[config.mk]
export PLATFORM = sky130hd
export DESIGN_NAME = aclw_top
export DESIGN_NICKNAME = d
export VERILOG_FILES = /design/src/hw/aclw_pkg.sv /design/src/hw/aclw_cmd_decode.sv /design/src/hw/aclw_top.sv
export SDC_FILE = /design/constraint.sdc
export NUM_CORES = 1
export LEC_CHECK = 0
export BUFFER_PORTS_ARGS = -buffer_cell sky130_fd_sc_hd__clkbuf_2
export CORE_MARGIN = 3
export CORE_UTILIZATION = 51
export CTS_BUF_LIST = sky130_fd_sc_hd__clkbuf_8 sky130_fd_sc_hd__clkbuf_16
export CTS_CLUSTER_DIAMETER = 50
export DETAILED_ROUTE_END_ITERATION = 8
export HOLD_SLACK_MARGIN = 0.12
export PLACE_DENSITY = 0.87
export SLEW_MARGIN = 20
export SYNTH_ARGS = -nofsm -noshare
export SYNTH_HDL_FRONTEND = slang
export SYNTH_SLANG_ARGS = --single-unit
[constraint.sdc]
create_clock -name CORE_CLK -period 6.5 [get_ports CORE_CLK]
set_clock_uncertainty 0.2 [all_clocks]
set_input_delay 0.975 -clock CORE_CLK [delete_from_list [all_inputs] [get_ports CORE_CLK]]
set_output_delay 0.975 -clock CORE_CLK [all_outputs]
set_load 0.005 [all_outputs]
[src/hw/aclw_pkg.sv]
package aclw_pkg;

  // Register indices, byte address is four times the index
  localparam logic [7:0] IDX_CTRL     = 8'h00;
  localparam logic [7:0] IDX_FLAGS    = 8'h01;
  localparam logic [7:0] IDX_IRQ_STAT = 8'h02;
  localparam logic [7:0] IDX_IRQ_EN   = 8'h03;
  localparam logic [7:0] IDX_IRQ_CLR  = 8'h04;
  localparam logic [7:0] IDX_EOL_INFO = 8'h10;
  localparam logic [7:0] IDX_CMD_B0   = 8'h14;
  localparam logic [7:0] IDX_CMD_B1   = 8'h15;

  // Control register fields
  localparam int CTRL_EN   = 0;
  localparam int CTRL_SR   = 1;
  localparam int CTRL_SMA  = 2;
  localparam int CTRL_RSTM = 3;
  localparam int CTRL_HALT = 4;
  localparam int CTRL_W    = 4;
  localparam logic [3:0] CTRL_RST = 4'h0;

  // End-of-list info fields
  localparam int EOL_LIST_BIT = 7;
  localparam int EOL_BUF_BIT  = 6;

  // Command word bits 31..16 held as a 16-bit word
  localparam int CW_BASE   = 16;
  localparam int CW_TYPE_H = 31 - CW_BASE;
  localparam int CW_TYPE_L = 30 - CW_BASE;
  localparam int CW_RSV_H  = 29 - CW_BASE;
  localparam int CW_RSV_L  = 28 - CW_BASE;
  localparam int CW_FSEL_H = 27 - CW_BASE;
  localparam int CW_FSEL_L = 24 - CW_BASE;
  localparam int CW_HREF   = 23 - CW_BASE;
  localparam int CW_LREF   = 22 - CW_BASE;
  localparam int CW_CH_H   = 21 - CW_BASE;
  localparam int CW_CH_L   = 16 - CW_BASE;
  localparam logic [15:0] CMD_RST = 16'h0000;

  // Command types
  localparam logic [1:0] CT_NORMAL  = 2'h0;
  localparam logic [1:0] CT_EOS     = 2'h1;
  localparam logic [1:0] CT_EOL_RUN = 2'h2;
  localparam logic [1:0] CT_EOL_WT  = 2'h3;

  // Channel code ranges
  localparam logic [5:0] CH_RSV_LO  = 6'h03;
  localparam logic [5:0] CH_RSV_HI  = 6'h08;
  localparam logic [5:0] CH_AN_BASE = 6'h10;

  // Interrupt status bits
  localparam int IRQ_EOL  = 0;
  localparam int IRQ_CONV = 1;
  localparam int IRQ_ERR  = 2;
  localparam int IRQ_W    = 3;

  typedef enum logic [1:0] {
    WAIT_NONE,
    WAIT_TRIG_OR_RST,
    WAIT_RST_THEN_TRIG
  } aclw_wait_e;

endpackage

[src/hw/aclw_cmd_decode.sv]
`timescale 1ns/1ps
module aclw_cmd_decode #(
  parameter int unsigned NUM_AN = 8
) (
  input  logic                 [15:0] cmd_word,
  input  logic                        restart_mode,
  output logic                 [1:0]  cmd_type,
  output logic                        wrap,
  output aclw_pkg::aclw_wait_e        wait_mode,
  output logic                 [15:1] onehot,
  output logic                        is_eol,
  output logic                        high_ref,
  output logic                        low_ref,
  output logic                 [5:0]  channel,
  output logic                        reserved
);

  logic [3:0] fsel;
  logic [5:0] an_lim;

  assign cmd_type = cmd_word[aclw_pkg::CW_TYPE_H:aclw_pkg::CW_TYPE_L];
  assign fsel     = cmd_word[aclw_pkg::CW_FSEL_H:aclw_pkg::CW_FSEL_L];
  assign high_ref = cmd_word[aclw_pkg::CW_HREF];
  assign low_ref  = cmd_word[aclw_pkg::CW_LREF];
  assign channel  = cmd_word[aclw_pkg::CW_CH_H:aclw_pkg::CW_CH_L];
  assign is_eol   = cmd_type[1];
  assign an_lim   = 6'(aclw_pkg::CH_AN_BASE + 6'(NUM_AN));

  // Binary flag select to one-hot flag
  genvar gi;
  generate
    for (gi = 1; gi < 16; gi++) begin : g_flag
      assign onehot[gi] = (fsel == 4'(gi));
    end
  endgenerate

  always_comb begin
    wrap      = 1'b0;
    wait_mode = aclw_pkg::WAIT_NONE;
    unique case (cmd_type)
      aclw_pkg::CT_NORMAL: begin
        wait_mode = aclw_pkg::WAIT_NONE;
      end
      aclw_pkg::CT_EOS: begin
        wait_mode = aclw_pkg::WAIT_TRIG_OR_RST;
      end
      aclw_pkg::CT_EOL_RUN: begin
        wrap = 1'b1;
      end
      aclw_pkg::CT_EOL_WT: begin
        wrap      = 1'b1;
        wait_mode = restart_mode ? aclw_pkg::WAIT_RST_THEN_TRIG
                                 : aclw_pkg::WAIT_TRIG_OR_RST;
      end
    endcase
  end

  // Reserved field bits, reserved and unimplemented channels
  always_comb begin
    reserved = |cmd_word[aclw_pkg::CW_RSV_H:aclw_pkg::CW_RSV_L];
    if (channel >= aclw_pkg::CH_RSV_LO && channel <= aclw_pkg::CH_RSV_HI) begin
      reserved = 1'b1;
    end
    if (channel >= an_lim) begin
      reserved = 1'b1;
    end
  end

endmodule

[src/hw/aclw_top.sv]
`timescale 1ns/1ps
////////////////////////////////////////////////////////////////////////////
////////////////////////////////////////////////////////////////////////////
module aclw_top #(
  parameter int unsigned NUM_AN = 8
) (
  input  logic                        CORE_CLK,
  input  logic                        SRST,
  input  logic                        PSEL,
  input  logic                        PENABLE,
  input  logic                        PWRITE,
  input  logic                 [11:0] PADDR,
  input  logic                 [31:0] PWDATA,
  output logic                 [31:0] PRDATA,
  output logic                        PREADY,
  output logic                        PSLVERR,
  input  logic                        CMD_START,
  input  logic                        CMD_DONE,
  input  logic                        LIST_IN_USE,
  input  logic                        BUFFER_IN_USE,
  output logic                 [1:0]  CMD_TYPE,
  output logic                        LIST_WRAP,
  output aclw_pkg::aclw_wait_e        WAIT_MODE,
  output logic                        HIGH_REF_SEL,
  output logic                        LOW_REF_SEL,
  output logic                 [5:0]  INPUT_CHANNEL_SEL,
  output logic                 [15:0] CONV_FLAGS,
  output logic                        CONV_HALT,
  output logic                        IRQ
);

  ////////////////////////////////////////////////////////////////////////////
  // Declarations

  logic                 [3:0]  ctrl_r;
  logic                 [15:0] cmd_word_r;
  logic                 [1:0]  eol_info_r;
  logic                 [15:0] flags_r;
  logic                 [15:0] flags_nxt;
  logic                 [2:0]  irq_stat_r;
  logic                 [2:0]  irq_stat_nxt;
  logic                 [2:0]  irq_en_r;
  logic                 [2:0]  irq_en_nxt;
  logic                        halt_r;
  logic                        pready_r;
  logic                        pslverr_r;
  logic                 [31:0] prdata_r;
  logic                        irq_r;
  logic                 [7:0]  idx;
  logic                        in_range;
  logic                        mapped;
  logic                        acc;
  logic                        wr;
  logic                 [31:0] rd_mux;
  logic                        mod_clear;
  logic                        sma;
  logic                        done_ok;
  logic                        start_ok;
  logic                 [15:0] flag_set;
  logic                 [15:0] flag_w1c;
  logic                 [2:0]  irq_evt;
  logic                 [2:0]  irq_w1c;
  logic                 [1:0]  dec_type;
  logic                        dec_wrap;
  aclw_pkg::aclw_wait_e        dec_wait;
  logic                 [15:1] dec_onehot;
  logic                        dec_is_eol;
  logic                        dec_href;
  logic                        dec_lref;
  logic                 [5:0]  dec_ch;
  logic                        dec_rsv;
  logic                 [1:0]  out_type_r;
  logic                        out_wrap_r;
  aclw_pkg::aclw_wait_e        out_wait_r;
  logic                        out_href_r;
  logic                        out_lref_r;
  logic                 [5:0]  out_ch_r;

  ////////////////////////////////////////////////////////////////////////////
  // Command decode

  aclw_cmd_decode #(
    .NUM_AN (NUM_AN)
  ) u_dec (
    .cmd_word     (cmd_word_r),
    .restart_mode (ctrl_r[aclw_pkg::CTRL_RSTM]),
    .cmd_type     (dec_type),
    .wrap         (dec_wrap),
    .wait_mode    (dec_wait),
    .onehot       (dec_onehot),
    .is_eol       (dec_is_eol),
    .high_ref     (dec_href),
    .low_ref      (dec_lref),
    .channel      (dec_ch),
    .reserved     (dec_rsv)
  );

  ////////////////////////////////////////////////////////////////////////////
  // APB slave, one wait state

  assign idx      = PADDR[9:2];
  assign in_range = (PADDR[11:10] == 2'h0);
  assign acc      = PSEL & PENABLE & pready_r;
  assign wr       = acc & PWRITE;
  assign sma      = ctrl_r[aclw_pkg::CTRL_SMA];

  always_comb begin
    rd_mux = 32'h0000_0000;
    mapped = in_range;
    unique case (idx)
      aclw_pkg::IDX_CTRL: begin
        rd_mux[3:0] = ctrl_r;
        rd_mux[aclw_pkg::CTRL_HALT] = halt_r;
      end
      aclw_pkg::IDX_FLAGS: begin
        rd_mux[15:0] = flags_r;
      end
      aclw_pkg::IDX_IRQ_STAT: begin
        rd_mux[2:0] = irq_stat_r;
      end
      aclw_pkg::IDX_IRQ_EN: begin
        rd_mux[2:0] = irq_en_r;
      end
      aclw_pkg::IDX_IRQ_CLR: begin
        rd_mux = 32'h0000_0000;
      end
      aclw_pkg::IDX_EOL_INFO: begin
        rd_mux[7:6] = eol_info_r;
      end
      aclw_pkg::IDX_CMD_B0: begin
        rd_mux[7:0] = cmd_word_r[15:8];
      end
      aclw_pkg::IDX_CMD_B1: begin
        rd_mux[7:0] = cmd_word_r[7:0];
      end
      default: begin
        mapped = 1'b0;
      end
    endcase
    if (!in_range) begin
      rd_mux = 32'h0000_0000;
    end
  end

  always_ff @(posedge CORE_CLK) begin
    if (SRST) begin
      pready_r  <= 1'b0;
      pslverr_r <= 1'b0;
      prdata_r  <= 32'h0000_0000;
    end else if (PSEL && PENABLE && !pready_r) begin
      pready_r  <= 1'b1;
      pslverr_r <= ~mapped;
      prdata_r  <= PWRITE ? 32'h0000_0000 : rd_mux;
    end else begin
      pready_r  <= 1'b0;
      pslverr_r <= 1'b0;
      prdata_r  <= 32'h0000_0000;
    end
  end

  ////////////////////////////////////////////////////////////////////////////
  // Control and command registers

  assign mod_clear = ctrl_r[aclw_pkg::CTRL_SR] | ~ctrl_r[aclw_pkg::CTRL_EN];

  always_ff @(posedge CORE_CLK) begin
    if (SRST) begin
      ctrl_r <= aclw_pkg::CTRL_RST;
    end else if (wr && in_range && idx == aclw_pkg::IDX_CTRL) begin
      ctrl_r <= PWDATA[aclw_pkg::CTRL_W-1:0];
    end
  end

  always_ff @(posedge CORE_CLK) begin
    if (SRST) begin
      cmd_word_r <= aclw_pkg::CMD_RST;
    end else if (wr && in_range && sma) begin
      if (idx == aclw_pkg::IDX_CMD_B0) begin
        cmd_word_r[15:8] <= PWDATA[7:0];
      end
      if (idx == aclw_pkg::IDX_CMD_B1) begin
        cmd_word_r[7:0] <= PWDATA[7:0];
      end
    end
  end

  ////////////////////////////////////////////////////////////////////////////
  // Sequencer events, halt and end-of-list info

  assign done_ok  = CMD_DONE & ~halt_r & ~mod_clear;
  assign start_ok = CMD_START & ~halt_r & ~mod_clear;

  always_ff @(posedge CORE_CLK) begin
    if (SRST) begin
      halt_r <= 1'b0;
    end else if (mod_clear) begin
      halt_r <= 1'b0;
    end else if (start_ok && dec_rsv) begin
      halt_r <= 1'b1;
    end
  end

  always_ff @(posedge CORE_CLK) begin
    if (SRST) begin
      eol_info_r <= 2'h0;
    end else if (mod_clear) begin
      eol_info_r <= 2'h0;
    end else if (done_ok && dec_is_eol) begin
      eol_info_r <= {LIST_IN_USE, BUFFER_IN_USE};
    end
  end

  ////////////////////////////////////////////////////////////////////////////
  // Conversion flags, set wins over clear

  assign flag_set = done_ok ? {dec_onehot, dec_is_eol} : 16'h0000;
  assign flag_w1c = (wr && in_range && idx == aclw_pkg::IDX_FLAGS)
                    ? PWDATA[15:0] : 16'h0000;
  assign flags_nxt = mod_clear ? 16'h0000
                   : ((flags_r & ~flag_w1c) | flag_set);

  always_ff @(posedge CORE_CLK) begin
    if (SRST) begin
      flags_r <= 16'h0000;
    end else begin
      flags_r <= flags_nxt;
    end
  end

  ////////////////////////////////////////////////////////////////////////////
  // Interrupt status, enable and clear

  assign irq_evt[aclw_pkg::IRQ_EOL]  = done_ok & dec_is_eol;
  assign irq_evt[aclw_pkg::IRQ_CONV] = done_ok & (|dec_onehot);
  assign irq_evt[aclw_pkg::IRQ_ERR]  = start_ok & dec_rsv;
  assign irq_w1c = (wr && in_range && idx == aclw_pkg::IDX_IRQ_CLR)
                   ? PWDATA[aclw_pkg::IRQ_W-1:0] : 3'h0;
  assign irq_stat_nxt = mod_clear ? 3'h0
                      : ((irq_stat_r & ~irq_w1c) | irq_evt);
  assign irq_en_nxt = (wr && in_range && idx == aclw_pkg::IDX_IRQ_EN)
                      ? PWDATA[aclw_pkg::IRQ_W-1:0] : irq_en_r;

  always_ff @(posedge CORE_CLK) begin
    if (SRST) begin
      irq_stat_r <= 3'h0;
      irq_en_r   <= 3'h0;
      irq_r      <= 1'b0;
    end else begin
      irq_stat_r <= irq_stat_nxt;
      irq_en_r   <= irq_en_nxt;
      irq_r      <= |(irq_stat_nxt & irq_en_nxt);
    end
  end

  ////////////////////////////////////////////////////////////////////////////
  // Registered decode outputs

  always_ff @(posedge CORE_CLK) begin
    if (SRST) begin
      out_type_r <= aclw_pkg::CT_NORMAL;
      out_wrap_r <= 1'b0;
      out_wait_r <= aclw_pkg::WAIT_NONE;
      out_href_r <= 1'b0;
      out_lref_r <= 1'b0;
      out_ch_r   <= 6'h00;
    end else begin
      out_type_r <= dec_type;
      out_wrap_r <= dec_wrap;
      out_wait_r <= dec_wait;
      out_href_r <= dec_href;
      out_lref_r <= dec_lref;
      out_ch_r   <= dec_ch;
    end
  end

  assign PRDATA            = prdata_r;
  assign PREADY            = pready_r;
  assign PSLVERR           = pslverr_r;
  assign CMD_TYPE          = out_type_r;
  assign LIST_WRAP         = out_wrap_r;
  assign WAIT_MODE         = out_wait_r;
  assign HIGH_REF_SEL      = out_href_r;
  assign LOW_REF_SEL       = out_lref_r;
  assign INPUT_CHANNEL_SEL = out_ch_r;
  assign CONV_FLAGS        = flags_r;
  assign CONV_HALT         = halt_r;
  assign IRQ               = irq_r;
endmodule

==> flow_metrics.py, run 1 <==
metrics = {
    "sta": {
        "drv_slew": 0,
        "clock.fmax_ghz": 0.303,
        "finalSetupViolCount": 0,
        "slew_headroom": 0.312,
        "tns_ps": 0,
        "period_share": 0.508,
        "final.min_clock_period_ps": 3300,
        "rsz0062_at_grt": "false",
        "final_hold_viol_count": 0,
        "worstMarginPinSlew_ps": 1020,
    },
    "setup_path": {
        "cp-start-kind": "input pin",
        "r2r_start": "PREADY$_SDFF_PP0_",
        "crit_slowest_cell": "and4b_1",
        "path_buf_inv": 1,
        "cp_top_family": "simple AND/OR/NAND/NOR gates",
        "worstPathArrival_ps": 3310,
        "end_kind": "flop",
        "cp-startpoint": "PADDR[5]",
        "path_max_fanout": 27,
        "crit_chain": "clkbuf_2 > nor4_1 > and4b_1 > nand3_1 > a22oi_1 > nor2_1",
        "crit_type": "input pin to flop",
        "critPathRequiredTime_ps": 6510,
        "cp_slowest_stage_delay_ps": 930,
    },
    "cts": {
        "hold_buffers": 0,
        "cts_setup_buffers": 0,
        "clock_path_buffers": 2,
        "cts-root-buf": "clkbuf_8",
        "htreeDepth": 3,
        "clkLatencyLatePin_ps": 350,
        "numCtsBuffers": 9,
        "clk_pin_slew_worst_paths_ps": 80,
        "clock_sinks": 77,
        "cts_resized": 0,
        "cts_tree": "yes",
    },
    "synthesis": {
        "synth-edff-count": 0,
        "syn_avg_cell_area_um2": 9.52,
        "ys_async_sr_fraction": 0,
        "synth_ff_type": "dfxtp_1",
        "ys_types": 47,
        "synth-seq-area-share": 0.476,
        "netlist.area_leader.share": 0.476,
        "synthTopCellsByArea": "dfxtp_1, mux2i_1, nor2_1",
        "syn_area_mm2": 0.00324,
        "syn_inst": 340,
        "synth-seq-cells": 77,
        "ys.warnings.count": 0,
        "synth_area_leader_cell": "dfxtp_1",
    },
    "worst_hold_path": {
        "hold_class": "flop to flop",
        "hold_path_startpoint": "eol_info_r[1]$_SDFFE_PP0P_",
    },
    "global_route": {
        "grt_max_degree": 39,
        "grt_pass1_vias": 2634,
        "antenna_found_initial": 0,
        "grt_pass1_wl_um": 13200,
        "track_usage": 0.231,
        "overflow": 0,
    },
    "floorplanning": {
        "io_pins": 118,
        "core_area_mm2": 0.00603,
        "chipHeight_um": 85.7,
        "die_area_mm2": 0.00734,
        "rows": 28,
        "fp.dieW_um": 85.7,
        "initial_core_util": 0.537,
    },
    "power_and_ir_drop": {
        "p_clk_frac": 0.426,
        "power_density_mw_per_mm2": 234,
        "p_total_uw": 884,
        "p_sw_frac": 0.229,
        "power_leakage_nw": 1.53,
        "seqPwrFrac": 0.534,
        "p_comb_frac": 0.040,
        "peakVddDrop_uv": 167,
        "p_int_uw": 682,
        "p_switching_uw": 202,
    },
    "placed_design": {
        "hpwl_um": 6150,
        "portBuffers": 83,
        "routabilityCongestion": 0.911,
    },
    "layout": {
        "final_cell_mix": "clkbuf_2, dfxtp_1, nor2_1, mux2i_1, nand3_1",
        "fin_nets": 465,
        "syn2layout_area_growth_pct": 16.9,
        "layout_commonest_cell": "clkbuf_2",
        "seq_area_mm2": 0.00154,
        "nFillCells": 512,
        "multi_input_area_mm2": 0.00150,
        "drive_above_1_share": 0.264,
        "diodes": 0,
    },
    "status": {
        "status": "finished clean",
    },
    "flow_run": {
        "cap_violations": 0,
    },
    "drt": {
        "via_per_inst": 5.73,
        "wl_per_cell_um": 17.5,
        "drc": 0,
        "finalWirelength_um": 8600,
        "antenna_left": 0,
        "vias": 2817,
        "dr.pass1.iters": 5,
        "drt-initial-drc-count": 357,
    },
}
cells in the mapped netlist (all sizes together), types with 2 or more instances:
cell	n
a21boi	2
a21oi	10
a221oi	2
a222oi	3
a22oi	15
a31oi	2
a32oi	3
and2	2
and3	17
buf	24
clkbuf	14
dfxtp	77
inv	3
mux2	2
mux2i	25
mux4	3
nand2	11
nand3	20
nand4	4
nor2	54
nor2b	15
nor3	8
nor3b	2
nor4	3
nor4bb	2
o21ai	3
or4	2
path summary, 6_finish.rpt:
check / end / slack, ps / depth (start not counted)
worst max-delay path: CONV_FLAGS[2]$_SDFF_PP0_ / 3200 / 6
worst min-delay path: eol_info_r[1]$_SDFFE_PP0P_ / 260 / 2
worst max register to register: cmd_word_r[14]$_SDFFE_PP0P_ / 4090 / 5
worst min register to register: eol_info_r[1]$_SDFFE_PP0P_ / 260 / 2
power groups by stage:
stage / Clock [mW] / Sequential, mW / Combinational [mW]
final: 0.377 / 0.472 / 0.0352
after global placement: 0 / 0.483 / 0.0331
after CTS: 0.380 / 0.472 / 0.0342
after floorplan: 0 / 0.483 / 0.0222
after global routing: 0.402 / 0.472 / 0.0376
after detailed placement: 0 / 0.483 / 0.0336
worst min-delay path, cell delays in order (launching register included):
cell and delay, ps:
dfxtp_1 320, nand2_1 50, a21oi_1 50
area by class of cell:
cell class	count	share of cell area
multi-input cells	237	0.397
clock buffers	11	0.0400
inverters	3	0.00298
well taps	75	0.0248
flip-flops and latches	77	0.407
clock inverters	5	0.0155
repair buffers	84	0.112
layer usage:
layer	global-route usage	up-vias	part of all wire	wire (µm)
met3	0.0432	28	0.095	819
met4	0.106	0	0.031	263
li1	-	1321	-	-
met2	0.369	176	0.46	4000
met1	0.302	1292	0.41	3520
met5	0	-	0	0
registers in the layout, indices dropped and copies added, names as in the netlist:
| name | cells |
|---|---|
| CONV_FLAGS | 16 |
| PRDATA | 16 |
| cmd_word_r | 16 |
| INPUT_CHANNEL_SEL | 6 |
| ctrl_r | 4 |
| irq_en_r | 3 |
| irq_stat_r | 3 |
| CMD_TYPE | 2 |
| WAIT_MODE | 2 |
| eol_info_r | 2 |
| CONV_HALT | 1 |
| HIGH_REF_SEL | 1 |
| IRQ | 1 |
| LIST_WRAP | 1 |
| LOW_REF_SEL | 1 |
| PREADY | 1 |
| PSLVERR | 1 |
cells by family after synthesis:
group,Yosys count,synth area share
flip-flops,77,0.476
buffers and inverters,41,0.0762
other,1,0.00116
AO/OA/AOI/OAI,44,0.0975
AND/OR/NAND/NOR,147,0.244
multiplexers,30,0.105
metrics by stage:
stage / cells / setup WS [ps] / util / hold WS, ps / instance area [µm²]
2_1_floorplan: 355 / 3710 / - / 234 / 3290
3_3_place_gp: 476 / 2940 / 0.593 / 248 / 3570
3_5_place_dp: 476 / 2960 / 0.593 / 248 / 3570
4_1_cts: 492 / 3300 / 0.628 / 260 / 3780
5_1_grt: 492 / 2960 / 0.628 / 278 / 3780
6_report: 492 / 3200 / 0.628 / 263 / 3780
Power figures use the tool's default switching activity.
==> run 2: changes to the inputs <==
--- a/config.mk
+++ b/config.mk
@@ -7,12 +7,12 @@
 export LEC_CHECK = 0
 export BUFFER_PORTS_ARGS = -buffer_cell sky130_fd_sc_hd__clkbuf_2
 export CORE_MARGIN = 3
-export CORE_UTILIZATION = 51
+export CORE_UTILIZATION = 49
 export CTS_BUF_LIST = sky130_fd_sc_hd__clkbuf_8 sky130_fd_sc_hd__clkbuf_16
 export CTS_CLUSTER_DIAMETER = 50
 export DETAILED_ROUTE_END_ITERATION = 8
 export HOLD_SLACK_MARGIN = 0.12
-export PLACE_DENSITY = 0.87
+export PLACE_DENSITY = 0.84
 export SLEW_MARGIN = 20
 export SYNTH_ARGS = -nofsm -noshare
 export SYNTH_HDL_FRONTEND = slang
==> constraint.sdc (replaced) <==
create_clock -name CORE_CLK -period 3.5 [get_ports CORE_CLK]
set_clock_uncertainty 0.2 [all_clocks]
set_input_delay 0.525 -clock CORE_CLK [delete_from_list [all_inputs] [get_ports CORE_CLK]]
set_output_delay 0.525 -clock CORE_CLK [all_outputs]
set_load 0.005 [all_outputs]
==> run 2 against run 1 <==
Non-clock buffer count is 5 higher. Clock power up 59%. Register-to-register slack lost 2800 ps. Combinational power rose by 89%. Hold slack got worse by 61 ps. Worst setup slack got worse by 2100 ps. Sequential power is 86% higher. Total power grew 75%. Critical endpoint is now cmd_word_r[6]$_SDFFE_PP0P_.
==> flow_metrics.py, run 2 (synthesized netlist as in run 1, its figures left out) <==
metrics = {
    "power_and_ir_drop": {
        "seqPwrFrac": 0.568,
        "p_clk_frac": 0.389,
        "power_leakage_nw": 1.54,
        "p_int_mw": 1.16,
        "power_density_mw_per_mm2": 408,
        "p_switching_uw": 384,
        "p_sw_frac": 0.249,
        "peakVddDrop_uv": 245,
        "p_comb_frac": 0.043,
    },
    "sta": {
        "finalWorstSetupSlack_ps": 1080,
        "worstMarginPinSlew_ps": 911,
        "clock.fmax_ghz": 0.412,
        "slew_headroom": 0.392,
        "finalSetupViolCount": 0,
        "drv_slew": 0,
        "final.min_clock_period_ps": 2420,
        "rsz0062_at_grt": "false",
        "final_hold_viol_count": 0,
        "tns_ps": 0,
        "period_share": 0.693,
    },
    "layout": {
        "layout_commonest_cell": "clkbuf_2",
        "fin_nets": 470,
        "drive_above_1_share": 0.270,
        "final_cell_mix": "clkbuf_2, dfxtp_1, nor2_1, mux2i_1, nand3_1",
        "syn2layout_area_growth_pct": 17.0,
        "diodes": 0,
    },
    "global_route": {
        "overflow": 0,
        "grt_pass1_vias": 2554,
        "grt_max_degree": 37,
        "track_usage": 0.225,
        "antenna_found_initial": 0,
        "grt_pass1_wl_um": 13000,
    },
    "drt": {
        "vias": 2875,
        "via_per_inst": 5.78,
        "antenna_left": 0,
        "drc": 0,
        "wl_per_cell_um": 16.9,
        "dr.pass1.iters": 5,
        "drt-initial-drc-count": 260,
        "finalWirelength_um": 8420,
    },
    "cts": {
        "htreeDepth": 3,
        "cts_tree": "yes",
        "clock_path_buffers": 2,
        "numCtsBuffers": 9,
        "cts_setup_buffers": 0,
        "hold_buffers": 0,
        "clock_sinks": 77,
        "cts_resized": 0,
        "cts-root-buf": "clkbuf_8",
        "clkLatencyLatePin_ps": 360,
        "clk_pin_slew_worst_paths_ps": 80,
    },
    "status": {
        "status": "finished clean",
    },
    "placed_design": {
        "hpwl_um": 6140,
        "portBuffers": 83,
        "place_ws_ps": 702,
        "routabilityCongestion": 0.927,
    },
    "setup_path": {
        "critPathRequiredTime_ps": 3530,
        "cp-startpoint": "PADDR[5]",
        "worstPathArrival_ps": 2460,
        "r2r_start": "PREADY$_SDFF_PP0_",
        "end_kind": "flop",
        "path_max_fanout": 9,
        "crit_type": "input pin to flop",
        "reg2reg_depth": 6,
        "cp-start-kind": "input pin",
    },
    "worst_hold_path": {
        "hold_path_startpoint": "LIST_IN_USE",
        "hold_class": "input pin to flop",
        "hold_depth": 3,
    },
    "flow_run": {
        "cap_violations": 0,
    },
    "floorplanning": {
        "core_area_mm2": 0.00617,
        "fp.dieW_um": 87.3,
        "io_pins": 118,
        "rows": 28,
        "die_area_mm2": 0.00761,
        "chipHeight_um": 87.3,
        "initial_core_util": 0.525,
    },
}
-- run 2: metal layers --
metal / part of all wire / GRT usage / wire length [µm]
met4: 0.040 / 0.137 / 340
met3: 0.099 / 0.0653 / 837
met1: 0.41 / 0.280 / 3420
met2: 0.45 / 0.345 / 3820
met5: 0 / 0 / 0
-- run 2: final cells by class --
| cell class | instances | area, µm² |
|---|---|---|
| clock buffers | 9 | 124 |
| clock inverters | 7 | 50.0 |
| fillers | 550 | 2380 |
| inverters | 3 | 11.3 |
| multi-input cells | 237 | 1500 |
| flip-flops and latches | 77 | 1540 |
| well taps | 75 | 93.8 |
| repair buffers | 89 | 460 |
-- run 2: path summary, 6_finish.rpt --
path	endpoint	slack, ps
setup / recovery	cmd_word_r[6]$_SDFFE_PP0P_	1080
hold / removal	eol_info_r[1]$_SDFFE_PP0P_	200
setup reg to reg	IRQ$_SDFF_PP0_	1300
hold reg to reg	eol_info_r[1]$_SDFFE_PP0P_	260
-- run 2: worst max-delay path, stage by stage --
cell,delay (ps)
clkbuf_2,90
or4_4,600
nor3_4,390
and3_1,540
mux2i_1,250
nor2_1,60
-- run 2: power groups by stage --
stage / clock network [mW] / logic [mW] / registers [mW]
global placement: 0 / 0.0627 / 0.897
global route: 0.647 / 0.0720 / 0.877
CTS: 0.609 / 0.0644 / 0.877
floorplan: 0 / 0.0413 / 0.897
detailed placement: 0 / 0.0641 / 0.897
finish: 0.599 / 0.0664 / 0.877
-- run 2: metrics by stage --
stage          utilization  hold WS [ps]  area [µm²]  cells  power (mW)
2_1_floorplan            -           234        3290    355       0.939
3_3_place_gp         0.586           246        3610    481       0.960
3_5_place_dp         0.586           250        3610    481       0.962
4_1_cts              0.614           189        3780    497        1.55
5_1_grt              0.614           186        3780    497        1.60
6_report             0.614           203        3780    497        1.54
